===== config.mk =====
export PLATFORM = sky130hd
export DESIGN_NAME = expander_host
export DESIGN_NICKNAME = d
export VERILOG_FILES = /design/src/verilog/expander_host_pkg.sv /design/src/verilog/pin_sync.sv /design/src/verilog/quarter_tick.sv /design/src/verilog/expander_host.sv
export SDC_FILE = /design/constraint.sdc
export NUM_CORES = 1
export LEC_CHECK = 0
export BUFFER_PORTS_ARGS = -buffer_cell sky130_fd_sc_hd__clkbuf_2
export CORE_ASPECT_RATIO = 1.4
export CORE_UTILIZATION = 45
export DETAILED_ROUTE_END_ITERATION = 6
export PLACE_DENSITY = 0.75
export SETUP_SLACK_MARGIN = 0.02
export SLEW_MARGIN = 15
export SYNTH_ARGS = -nofsm -noshare
export SYNTH_HDL_FRONTEND = slang
export SYNTH_SLANG_ARGS = --single-unit

===== constraint.sdc =====
create_clock -name clk -period 2.4 [get_ports clk]
set_clock_uncertainty 0.1 [all_clocks]
set_input_delay 0.48 -clock clk [delete_from_list [all_inputs] [get_ports clk]]
set_output_delay 0.48 -clock clk [all_outputs]
set_load 0.05 [all_outputs]

===== src/verilog/expander_host_pkg.sv =====
// Purpose: Shared constants for the host that drives the quasi-bidirectional I/O expander.
// Assumes: A 100 MHz system clock.
// Notes:   Every timing count is derived from a time in nanoseconds.
package expander_host_pkg;
  // System clock period.
  localparam int unsigned CLK_PERIOD_NS   = 10;
  // Least time of one quarter of the serial clock period.
  localparam int unsigned SCL_QUARTER_NS  = 625;
  // Least times round up to whole cycles.
  localparam int unsigned SCL_QUARTER_CYC = (SCL_QUARTER_NS + CLK_PERIOD_NS - 1) / CLK_PERIOD_NS;
  localparam int unsigned TICK_W          = 16;
  // Number of pin inputs that pass the synchroniser: clock line, data line, interrupt line.
  localparam int unsigned SYNC_W          = 3;
  // Seven-bit slave address that the expander answers to, set by its strap pins.
  localparam logic [6:0]  DEV_ADDR_RESET  = 7'h20;
  // Value shifted out while the device transmits, so the data line stays released.
  localparam logic [7:0]  READ_FILL       = 8'hFF;
  // Bit counter value of the acknowledge slot that follows eight data bits.
  localparam logic [3:0]  ACK_SLOT        = 4'h8;
  localparam logic [3:0]  LAST_DATA_BIT   = 4'h7;
  // Quarter phases of one serial bit.
  localparam logic [1:0]  PH_LOW_A        = 2'h0;
  localparam logic [1:0]  PH_LOW_B        = 2'h1;
  localparam logic [1:0]  PH_HIGH_A       = 2'h2;
  localparam logic [1:0]  PH_HIGH_B       = 2'h3;
endpackage


===== src/verilog/pin_sync.sv =====
// Purpose: Two-flop synchroniser for pins that arrive from outside the clock domain.
// Assumes: Each bit is an independent level.
// Notes:   The first stage is read by the second stage only.
`timescale 1ns/1ps
`default_nettype none
module pin_sync #(
  parameter int unsigned W = 1
) (
  // Clock and reset
  input  wire logic         clk,
  input  wire logic         rst_n,
  // Levels
  input  wire logic [W-1:0] d,
  output logic      [W-1:0] q
);
  logic [W-1:0] meta;

  // Reset to all ones: the open-drain lines idle high.
  always_ff @(posedge clk or negedge rst_n)
  begin
    if (!rst_n)
    begin
      meta <= '1;
      q    <= '1;
    end
    else
    begin
      meta <= d;
      q    <= meta;
    end
  end
endmodule // pin_sync
`default_nettype wire


===== src/verilog/quarter_tick.sv =====
// Purpose: Free-running divider that marks each quarter of the serial clock period.
// Assumes: N is at least one.
// Notes:   The tick is a one-cycle pulse every N cycles when N is two or more; with N of one it stays high.
`timescale 1ns/1ps
`default_nettype none
module quarter_tick #(
  parameter int unsigned N = 2
) (
  // Clock and reset
  input  wire logic clk,
  input  wire logic rst_n,
  // Output pulse
  output logic      tick
);
  logic [expander_host_pkg::TICK_W-1:0] cnt;
  logic [expander_host_pkg::TICK_W-1:0] next_cnt;
  logic                                 next_tick;

  always_comb
  begin
    next_tick = (cnt == expander_host_pkg::TICK_W'(N - 1));
    next_cnt  = next_tick ? '0 : cnt + 1'b1;
  end

  always_ff @(posedge clk or negedge rst_n)
  begin
    if (!rst_n)
    begin
      cnt  <= '0;
      tick <= 1'b0;
    end
    else
    begin
      cnt  <= next_cnt;
      tick <= next_tick;
    end
  end
endmodule // quarter_tick
`default_nettype wire


===== src/verilog/expander_host.sv =====
// Purpose: Serial-bus master that reads and writes an eight-pin quasi-bidirectional expander.
// Assumes: Open-drain lines with pull-ups; the expander is the only slave addressed.
// Notes:   One command is one byte; the first command of a transfer sends START and address.
//
// What this block does
// - Pins used as inputs are always written as ones before being read.
// - Reads begin with the address byte whose last bit is one; device then sends port.
// - After each read byte the master acknowledges for more, or refuses and stops.
// - One data bit per clock pulse; data changes only while the clock is low.
// - START is data falling with clock high; STOP is data rising with clock high.
// - Every byte has one acknowledge bit, driven low by the receiver on all but the last read byte.
// - The master refuses acknowledge on the last read byte; slave releases data.
// - Any number of bytes may pass between START and STOP.
// - A transfer starts only while the bus is not busy.
// - Every write carries ones in the positions of input pins.
// - Pins tied together are switched on or off together in one write.
`timescale 1ns/1ps
`default_nettype none
module expander_host #(
  parameter logic [6:0] DEV_ADDR = expander_host_pkg::DEV_ADDR_RESET
) (
  // Clock and reset
  input  wire logic       clk,
  input  wire logic       rst_n,
  // Byte commands
  input  wire logic       cmd_valid,
  input  wire logic       cmd_read,
  input  wire logic       cmd_last,
  input  wire logic [7:0] cmd_data,
  output logic            cmd_ready,
  // Pin roles on the expander
  input  wire logic [7:0] in_mask,
  input  wire logic [7:0] gang_mask,
  // Byte answers
  output logic            rsp_valid,
  output logic      [7:0] rsp_data,
  output logic            rsp_nack,
  // Serial clock line
  input  wire logic       scl_i,
  output logic            scl_o,
  output logic            scl_oe_n,
  // Serial data line
  input  wire logic       sda_i,
  output logic            sda_o,
  output logic            sda_oe_n,
  // Device interrupt line
  input  wire logic       int_n_i,
  output logic            irq
);
  typedef enum logic [2:0] {ST_IDLE, ST_START, ST_SHIFT, ST_WAIT, ST_STOP} state_e;

  logic [1:0] rst_q;
  logic       rst_sync;
  logic       tick;
  logic       scl_s;
  logic       sda_s;
  logic       int_s;
  logic       scl_prev;
  logic       sda_prev;
  logic       bus_busy;
  logic       next_bus_busy;
  state_e     state;
  state_e     next_state;
  logic [1:0] qph;
  logic [1:0] next_qph;
  logic [3:0] bitcnt;
  logic [3:0] next_bitcnt;
  logic [7:0] shreg;
  logic [7:0] next_shreg;
  logic [7:0] cur_data;
  logic [7:0] next_cur_data;
  logic       is_addr;
  logic       next_is_addr;
  logic       cur_read;
  logic       next_cur_read;
  logic       cur_last;
  logic       next_cur_last;
  logic       next_cmd_ready;
  logic       next_rsp_valid;
  logic [7:0] next_rsp_data;
  logic       next_rsp_nack;
  logic       next_scl_oe_n;
  logic       next_sda_oe_n;
  logic [7:0] wr_shaped;

  // Reset is released through two flops so every flop leaves reset on the same edge.
  always_ff @(posedge clk or negedge rst_n)
  begin
    if (!rst_n)
      rst_q <= 2'h0;
    else
      rst_q <= {rst_q[0], 1'b1};
  end
  assign rst_sync = rst_q[1];

  pin_sync #(
    .W (expander_host_pkg::SYNC_W)
  ) u_sync (
    .clk   (clk),
    .rst_n (rst_sync),
    .d     ({scl_i, sda_i, int_n_i}),
    .q     ({scl_s, sda_s, int_s})
  );

  quarter_tick #(
    .N (expander_host_pkg::SCL_QUARTER_CYC)
  ) u_tick (
    .clk   (clk),
    .rst_n (rst_sync),
    .tick  (tick)
  );

  // Tied pins follow each other: if any of them is to sink, all of them sink.
  function automatic logic [7:0] shape(input logic [7:0] d, input logic [7:0] im, input logic [7:0] gm);
    logic [7:0] g;
    g = d;
    if ((g & gm) != gm)
      g = g & ~gm;
    return g | im;
  endfunction

  assign wr_shaped = shape(cmd_data, in_mask, gang_mask);

  // Watches the lines for START and STOP from any master.
  always_comb
  begin
    next_bus_busy = bus_busy;
    if (scl_s && scl_prev && sda_prev && !sda_s)
      next_bus_busy = 1'b1;
    else if (scl_s && scl_prev && !sda_prev && sda_s)
      next_bus_busy = 1'b0;
  end

  always_comb
  begin
    next_state     = state;
    next_qph       = qph;
    next_bitcnt    = bitcnt;
    next_shreg     = shreg;
    next_cur_data  = cur_data;
    next_is_addr   = is_addr;
    next_cur_read  = cur_read;
    next_cur_last  = cur_last;
    next_cmd_ready = 1'b0;
    next_rsp_valid = 1'b0;
    next_rsp_data  = rsp_data;
    next_rsp_nack  = rsp_nack;
    next_scl_oe_n  = scl_oe_n;
    next_sda_oe_n  = sda_oe_n;
    case (state)
      ST_IDLE:
      begin
        next_scl_oe_n  = 1'b1;
        next_sda_oe_n  = 1'b1;
        next_cmd_ready = !bus_busy && scl_s && sda_s;
        if (cmd_valid && cmd_ready && !bus_busy)
        begin
          next_cmd_ready = 1'b0;
          next_cur_read  = cmd_read;
          next_cur_last  = cmd_last;
          next_cur_data  = wr_shaped;
          next_shreg     = {DEV_ADDR, cmd_read};
          next_is_addr   = 1'b1;
          next_qph       = expander_host_pkg::PH_LOW_A;
          next_state     = ST_START;
        end
      end
      ST_START:
      begin
        if (tick)
        begin
          if (qph == expander_host_pkg::PH_LOW_A)
          begin
            next_sda_oe_n = 1'b0;
            next_qph      = expander_host_pkg::PH_LOW_B;
          end
          else
          begin
            next_bitcnt = 4'h0;
            next_qph    = expander_host_pkg::PH_LOW_A;
            next_state  = ST_SHIFT;
          end
        end
      end
      ST_SHIFT:
      begin
        if (tick)
        begin
          case (qph)
            expander_host_pkg::PH_LOW_A:
            begin
              next_scl_oe_n = 1'b0;
              next_qph      = expander_host_pkg::PH_LOW_B;
            end
            expander_host_pkg::PH_LOW_B:
            begin
              // Data moves only here, a full quarter after the clock went low.
              if (bitcnt != expander_host_pkg::ACK_SLOT)
                next_sda_oe_n = shreg[7];
              else if (is_addr || !cur_read)
                next_sda_oe_n = 1'b1;
              else
                next_sda_oe_n = cur_last;
              next_qph = expander_host_pkg::PH_HIGH_A;
            end
            expander_host_pkg::PH_HIGH_A:
            begin
              next_scl_oe_n = 1'b1;
              next_qph      = expander_host_pkg::PH_HIGH_B;
            end
            default:
            begin
              // A slave that stretches the clock holds this phase until the line is high.
              if (scl_s && bitcnt != expander_host_pkg::ACK_SLOT)
              begin
                next_shreg  = {shreg[6:0], sda_s};
                next_bitcnt = bitcnt + 4'h1;
                next_qph    = expander_host_pkg::PH_LOW_A;
              end
              else if (scl_s && is_addr)
              begin
                next_qph = expander_host_pkg::PH_LOW_A;
                if (sda_s)
                begin
                  next_rsp_valid = 1'b1;
                  next_rsp_nack  = 1'b1;
                  next_rsp_data  = 8'h00;
                  next_state     = ST_STOP;
                end
                else
                begin
                  next_is_addr = 1'b0;
                  next_bitcnt  = 4'h0;
                  next_shreg   = cur_read ? expander_host_pkg::READ_FILL : cur_data;
                end
              end
              else if (scl_s)
              begin
                next_rsp_valid = 1'b1;
                next_rsp_data  = shreg;
                next_rsp_nack  = !cur_read && sda_s;
                next_qph       = expander_host_pkg::PH_LOW_A;
                if (cur_last || (!cur_read && sda_s))
                  next_state = ST_STOP;
                else
                begin
                  next_scl_oe_n = 1'b0;
                  next_state    = ST_WAIT;
                end
              end
            end
          endcase
        end
      end
      ST_WAIT:
      begin
        // The clock is held low between bytes, so a transfer can run on without limit.
        next_cmd_ready = !(cmd_valid && cmd_ready);
        if (cmd_valid && cmd_ready)
        begin
          next_cur_last = cmd_last;
          next_cur_data = wr_shaped;
          next_shreg    = cur_read ? expander_host_pkg::READ_FILL : wr_shaped;
          next_bitcnt   = 4'h0;
          next_qph      = expander_host_pkg::PH_LOW_B;
          next_state    = ST_SHIFT;
        end
      end
      ST_STOP:
      begin
        if (tick)
        begin
          case (qph)
            expander_host_pkg::PH_LOW_A:
            begin
              next_scl_oe_n = 1'b0;
              next_qph      = expander_host_pkg::PH_LOW_B;
            end
            expander_host_pkg::PH_LOW_B:
            begin
              next_sda_oe_n = 1'b0;
              next_qph      = expander_host_pkg::PH_HIGH_A;
            end
            expander_host_pkg::PH_HIGH_A:
            begin
              next_scl_oe_n = 1'b1;
              next_qph      = expander_host_pkg::PH_HIGH_B;
            end
            default:
            begin
              if (scl_s)
              begin
                next_sda_oe_n = 1'b1;
                next_state    = ST_IDLE;
              end
            end
          endcase
        end
      end
      default:
      begin
        next_state = ST_IDLE;
      end
    endcase
  end

  always_ff @(posedge clk or negedge rst_sync)
  begin
    if (!rst_sync)
    begin
      scl_prev  <= 1'b1;
      sda_prev  <= 1'b1;
      bus_busy  <= 1'b0;
      state     <= ST_IDLE;
      qph       <= expander_host_pkg::PH_LOW_A;
      bitcnt    <= 4'h0;
      shreg     <= 8'h00;
      cur_data  <= 8'hFF;
      is_addr   <= 1'b0;
      cur_read  <= 1'b0;
      cur_last  <= 1'b0;
      cmd_ready <= 1'b0;
      rsp_valid <= 1'b0;
      rsp_data  <= 8'h00;
      rsp_nack  <= 1'b0;
      scl_o     <= 1'b0;
      sda_o     <= 1'b0;
      scl_oe_n  <= 1'b1;
      sda_oe_n  <= 1'b1;
      irq       <= 1'b0;
    end
    else
    begin
      scl_prev  <= scl_s;
      sda_prev  <= sda_s;
      bus_busy  <= next_bus_busy;
      state     <= next_state;
      qph       <= next_qph;
      bitcnt    <= next_bitcnt;
      shreg     <= next_shreg;
      cur_data  <= next_cur_data;
      is_addr   <= next_is_addr;
      cur_read  <= next_cur_read;
      cur_last  <= next_cur_last;
      cmd_ready <= next_cmd_ready;
      rsp_valid <= next_rsp_valid;
      rsp_data  <= next_rsp_data;
      rsp_nack  <= next_rsp_nack;
      scl_o     <= 1'b0;
      sda_o     <= 1'b0;
      scl_oe_n  <= next_scl_oe_n;
      sda_oe_n  <= next_sda_oe_n;
      irq       <= !int_s;
    end
  end
endmodule // expander_host
`default_nettype wire


-- Word-level counts from Yosys, hierarchy flattened
Index checks and enable logic that the tools add are counted.
- add/sub/neg operators: 2
- equal/unequal tests: 38
- multiplexer cells: 97
- bitwise operators: 6
- reduce and logical (&&, ||, !) cells: 43
- operator list (operator ; number):
    8-bit 2-to-1 mux ; 15
    3-bit 2-to-1 mux ; 14
    1-bit 2-to-1 mux ; 36
    4-bit 2-to-1 mux ; 8
    2-bit inequality test, second input constant ; 12
    8-bit one-hot mux with 3 select lines ; 1
    8-bit AND reduction ; 3
    4-bit inequality test, second input constant ; 5
    16-bit by 1-bit adder with 16-bit output, second input constant ; 1
    8-bit bitwise AND ; 2
    16-bit by 6-bit equality test with 1-bit output, second input constant ; 1
    16-bit 2-to-1 mux ; 1
    2-bit 2-to-1 mux ; 8
    8-bit one-hot mux with 2 select lines ; 1
    3-bit one-hot mux with 5 select lines ; 1
    7-bit AND reduction ; 2
    1-bit logical AND ; 12
    2-bit one-hot mux with 3 select lines ; 2
    4-bit one-hot mux with 3 select lines ; 1
    12-bit AND reduction ; 1
    2-bit by 1-bit inequality test with 1-bit output, second input constant ; 5
    1-bit one-hot mux with 2 select lines ; 5
    2-bit one-hot mux with 5 select lines ; 1
    3-bit by 2-bit inequality test with 1-bit output, second input constant ; 3
    other kinds (29) ; 45
- bits in registers: 70
- input bits: 32
- output and inout bits: 16

-- Logic depth before layout (Yosys ltp)
- depth after elaboration: 10
- gate-level depth with buffers: 8

-- Cells and area by module
A second synthesis with hierarchy kept.
- cells, all modules: 410
- area, all modules: 3807.4 um^2
- by module, submodules not included (module ; times used ; cells each ; area each (um^2) ; sequential area each (um^2)):
    expander_host ; 1 ; 337 ; 2887.8 ; 1191.1
    quarter_tick ; 1 ; 67 ; 762.0 ; 425.4
    pin_sync ; 1 ; 6 ; 157.7 ; 157.7

-- Worst setup path after synthesis
Ideal clock, no wire load.
- path kind: register -> register
- start point: reg cmd_ready
- end point: reg bitcnt[2]
- setup time: 0.121 ns
- data arrival time: 1.803 ns
- setup slack: 0.376 ns
- cell stages (with the launch flop): 6
- path buffers: 0
- clock period less this slack: 2.024 ns
- cells stage by stage: dfrtp_1 nand2_1 a31o_1 a221oi_2 o21ai_1 a22o_1
- cells in the longest elaborated chain, start to end: 3
- ends and longest elaborated chain (item ; RTL line ; source):
    start, declared ; expander_host.sv:30 ; output logic cmd_ready,
    start signal, assigned ; expander_host.sv:345 ; cmd_ready <= next_cmd_ready;
    1-bit logical AND ; expander_host.sv:259 ; if (cmd_valid && cmd_ready)
    2-bit inequality test (no source line) ; -- ;
    8-bit AND reduction (no source line) ; -- ;
    end signal, assigned ; expander_host.sv:339 ; bitcnt <= next_bitcnt;
    end, declared ; expander_host.sv:66 ; logic [3:0] bitcnt;
Every way passes these cells.
A chain may end at the register's enable or synchronous reset.

-- Worst setup path in the final report
- start point: reg state[2]
- end point: reg shreg[1]
- cells in the longest elaborated chain, start to end: 3
- elaborated cells between the ends (all ways): 12
- classes of those cells: 8 x eq/ne; 1 x mux; 3 x reduce/logical
- ends and longest elaborated chain (item ; RTL line ; source):
    start, declared ; expander_host.sv:62 ; state_e state;
    start signal, assigned ; expander_host.sv:337 ; state <= next_state;
    3-bit by 2-bit equality test with 1-bit output or 3-bit logical NOT (tied branches) ; expander_host.sv:150 ; case (state)
    3-bit inequality test (no source line), or another cell as far along ; -- ;
    7-bit AND reduction (no source line) ; -- ;
    end signal, assigned ; expander_host.sv:340 ; shreg <= next_shreg;
    end, declared ; expander_host.sv:68 ; logic [7:0] shreg;
Several ways; a longest one is shown, not always the timed one.

==> impl_metrics.yaml <==
run_status:
  result_of_the_run: "complete, no violations"
timing:
  fin_crit_sh_pct: 93.1
  final.min_clock_period_ps: 2230
  worstMarginPinSlew_ps: 541
  timing.final.hold_violations: 0
  rsz0062_at_grt: "false"
  fin_tns_setup_ps: 0
  max_freq_mhz: 448
  finalSetupViolations: 0
  slew-limit-headroom_pct: 63.9
  finalMaxSlewViolations: 0
setup_path:
  worstPathMaxFanout: 19
  timing.setup.critical_path_class: "reg -> reg"
  worst_setup_path_startpoint: "state[2]$_DFFE_PN0P_"
  r2r_slack_ps: 170
  worst_ep_arrival_time_ps: 2380
  timing.critical_path.required_ps: 2540
  worst_reg2reg_startpoint: "state[2]$_DFFE_PN0P_"
  worst-r2r-cell-count: 6
  r2r-end: "shreg[1]$_DFFE_PN0P_"
  end_kind: "flop"
  setup.worst_path.start_class: "flop"
synthesis:
  netlist_top_cells_area: "sky130_fd_sc_hd__dfrtp_1, sky130_fd_sc_hd__dfstp_2, sky130_fd_sc_hd__nand2_1"
  yosys.area_share.simple_pct: 23.1
  synth.top_cell.area_share_pct: 33.6
  synth_top_cell_by_area: "sky130_fd_sc_hd__dfrtp_1"
  synthCells: 410
  syn_avg_cell_area_um2: 9.44
  netlist-cell-type-count: 70
  synth-seq-area-share_pct: 45.8
  yosys.area_share.xor_xnor_pct: 2.71
  synthAdderAreaFrac_pct: 2.59
  synth_top_family_by_area: "simple AND/OR/NAND/NOR gates"
  synth_enable_flop_cells: 0
  asyncSetResetFlopFracSynth_pct: 100
  synthesis.yosys.warnings: 0
  yosys_register_bits: 70
  synth_area_um2: 3870
  synthMuxAreaShare_pct: 1.42
  synth-compound-area-share_pct: 19.4
  synthFlopType: "sky130_fd_sc_hd__dfrtp_1"
layout:
  fillCellCount: 735
  final_nets: 498
  final_core_utilization_pct: 55.0
  diodes: 0
  mostFrequentLayoutCells: "sky130_fd_sc_hd__dfrtp_1, sky130_fd_sc_hd__clkbuf_2, sky130_fd_sc_hd__nand2_1"
  layout-drive-gt1-share_pct: 22.7
  final_area_um2: 4540
  mostFrequentLayoutCell: "sky130_fd_sc_hd__dfrtp_1"
  area_growth_pct: 17.2
  final_cell_count_no_fill: 565
clocking:
  clock_latency_ps: 330
  htreeDepth: 3
  clock-sinks: 70
  cts.root.buffer_cell: "sky130_fd_sc_hd__clkbuf_16"
  clock_buffers_created_by_tritoncts: 9
  post_cts.resized_instances: 0
  cts.clk_slew.worst_paths_ps: 60
  tritoncts: "yes"
  ctsLongestPathBuffers: 2
die:
  number_of_core_rows: 39
  core_area_um2: 8250
  die_footprint_um2: 8980
  floorplan.die.height_um: 112
  horizontal_extent_of_the_die_um: 80.4
  initial_utilization_pct: 46.9
  io_pins: 48
placed_design:
  dpl.cell_count: 548
  io_buffers: 45
  placedInstanceArea_um2: 4210
  gpl.final_weighted_congestion: 0.819
  dp_hpwl_um: 6230
power:
  netSwitchingPower_mw: 1.63
  vdd_drop_max_mv: 0.429
  total_power_after_layout_mw: 4.68
  power_frac_seq_pct: 35.9
  pwr_density_cell_nw_per_um2: 1030
  p_clk_share_pct: 30.4
  static-leakage-power_nw: 2.01
  power.share.switching_pct: 34.9
  internal_power_mw: 3.05
  combPwrFrac_pct: 33.7
run:
  cap_violations: 0
global_route:
  first_global_vias: 3169
  grtUsageTotal_pct: 20.8
  globalRoute.totalOverflow: 0
  grt_pass1_wl_um: 14500
  pin_count_of_the_biggest_net_entering_global_routing: 69
  grt_antenna_before_repair: 0
drt:
  vias: 3212
  detail_route.vias_per_cell: 5.68
  detail_route.first_pass.iterations: 5
  drc: 0
  wl_um: 8660
  drt_iter0_markers: 254
  drt-wirelength-per-cell_um: 15.3
  drtAntennaViolNets: 0
min_path:
  worst_hold_path_type: "in -> reg"
  hold_path_startpoint: "int_n_i"
  endpoint_of_the_worst_hold_timing_path: "u_sync.meta[0]$_DFF_PN1_"
  min_delay_path_depth: 1
## cell families after synthesis
| family | Yosys count |
|---|---|
| AND/OR/NAND/NOR | 165 |
| AO/OA/AOI/OAI | 110 |
| flip-flops | 70 |
| buffers and inverters | 38 |
| XOR/XNOR | 12 |
| adder cells (fa/ha/maj) | 8 |
| multiplexers | 5 |
| other | 2 |
## power by group through the flow
stage / clock [mW] / sequential [mW] / combinational [mW]
after floorplan: 0 / 1.66 / 1.20
after global placement: 0 / 1.68 / 1.53
after detailed placement: 0 / 1.69 / 1.57
after CTS: 1.45 / 1.68 / 1.58
after global routing: 1.49 / 1.72 / 1.76
final: 1.42 / 1.68 / 1.58
## worst max-delay path: stages (launching register included)
cell and delay, ps:
sky130_fd_sc_hd__dfrtp_1 680, sky130_fd_sc_hd__nor3_1 190, sky130_fd_sc_hd__a221o_1 420, sky130_fd_sc_hd__a211oi_4 280, sky130_fd_sc_hd__buf_4 240, sky130_fd_sc_hd__nor2_1 50
sky130_fd_sc_hd__a31oi_1 180
## how the worst max path moves through the flow
| stage | to | cells after the start |
|---|---|---|
| after floorplan | bitcnt[0]$_DFFE_PN0P_ | 0 |
| after global placement | qph[0]$_DFFE_PN0P_ | 5 |
| after detailed placement | shreg[1]$_DFFE_PN0P_ | 6 |
| after CTS | shreg[1]$_DFFE_PN0P_ | 6 |
| after global routing | shreg[1]$_DFFE_PN0P_ | 6 |
| final | shreg[1]$_DFFE_PN0P_ | 6 |
## area by class of cell
cell class | count | area (um2) | share of cell area, %
well taps | 102 | 128 | 2.81
repair buffers | 57 | 330 | 7.28
clock inverters | 3 | 68.8 | 1.52
clock buffers | 13 | 250 | 5.52
multi-input cells | 303 | 1920 | 42.3
flip-flops and latches | 70 | 1780 | 39.1
inverters | 17 | 65.1 | 1.43
## layer usage
layer	share of wire, %	global-route usage [%]	up-vias
met3	4.3	4.67	15
met2	52	34.6	71
met1	41	24.6	1554
met5	0	0	-
met4	2.4	10.6	0
li1	-	-	1572
## registers in the layout, summed over array words and instances, names as in the netlist
signal	cells
rsp_valid	1
cur_read	1
bitcnt	4
cur_data	8
cur_last	1
u_sync.q	3
u_sync.meta	3
scl_oe_n	1
rst_q	2
shreg	8
cmd_ready	1
sda_prev	1
rsp_data	8
rsp_nack	1
scl_prev	1
state	3
sda_oe_n	1
irq	1
is_addr	1
u_tick.cnt	16
u_tick.tick	1
bus_busy	1
qph	2
## synth_stat cells, drive strengths merged, types with 11 or more instances
library cell  count
nand3            18
or3              11
nor2             40
nand2            43
a21oi            20
o21ai            27
buf              14
dfrtp            52
dfstp            18
inv              16
## stage by stage
step | hold WS, ps | setup slack, ps
3_5_place_dp | 168 | 232
2_1_floorplan | 84.4 | 238
6_report | 127 | 166
4_1_cts | 121 | 206
3_3_place_gp | 166 | 264
5_1_grt | 123 | 38.9
## timing repair
| action | 4_1_cts | 5_1_grt |
|---|---|---|
| endpoints found under the hold margin | 2 | 0 |
| setup buffers | 0 | 0 |
| hold buffers | 1 | 0 |
No activity file was read; power rests on OpenSTA's default activity.
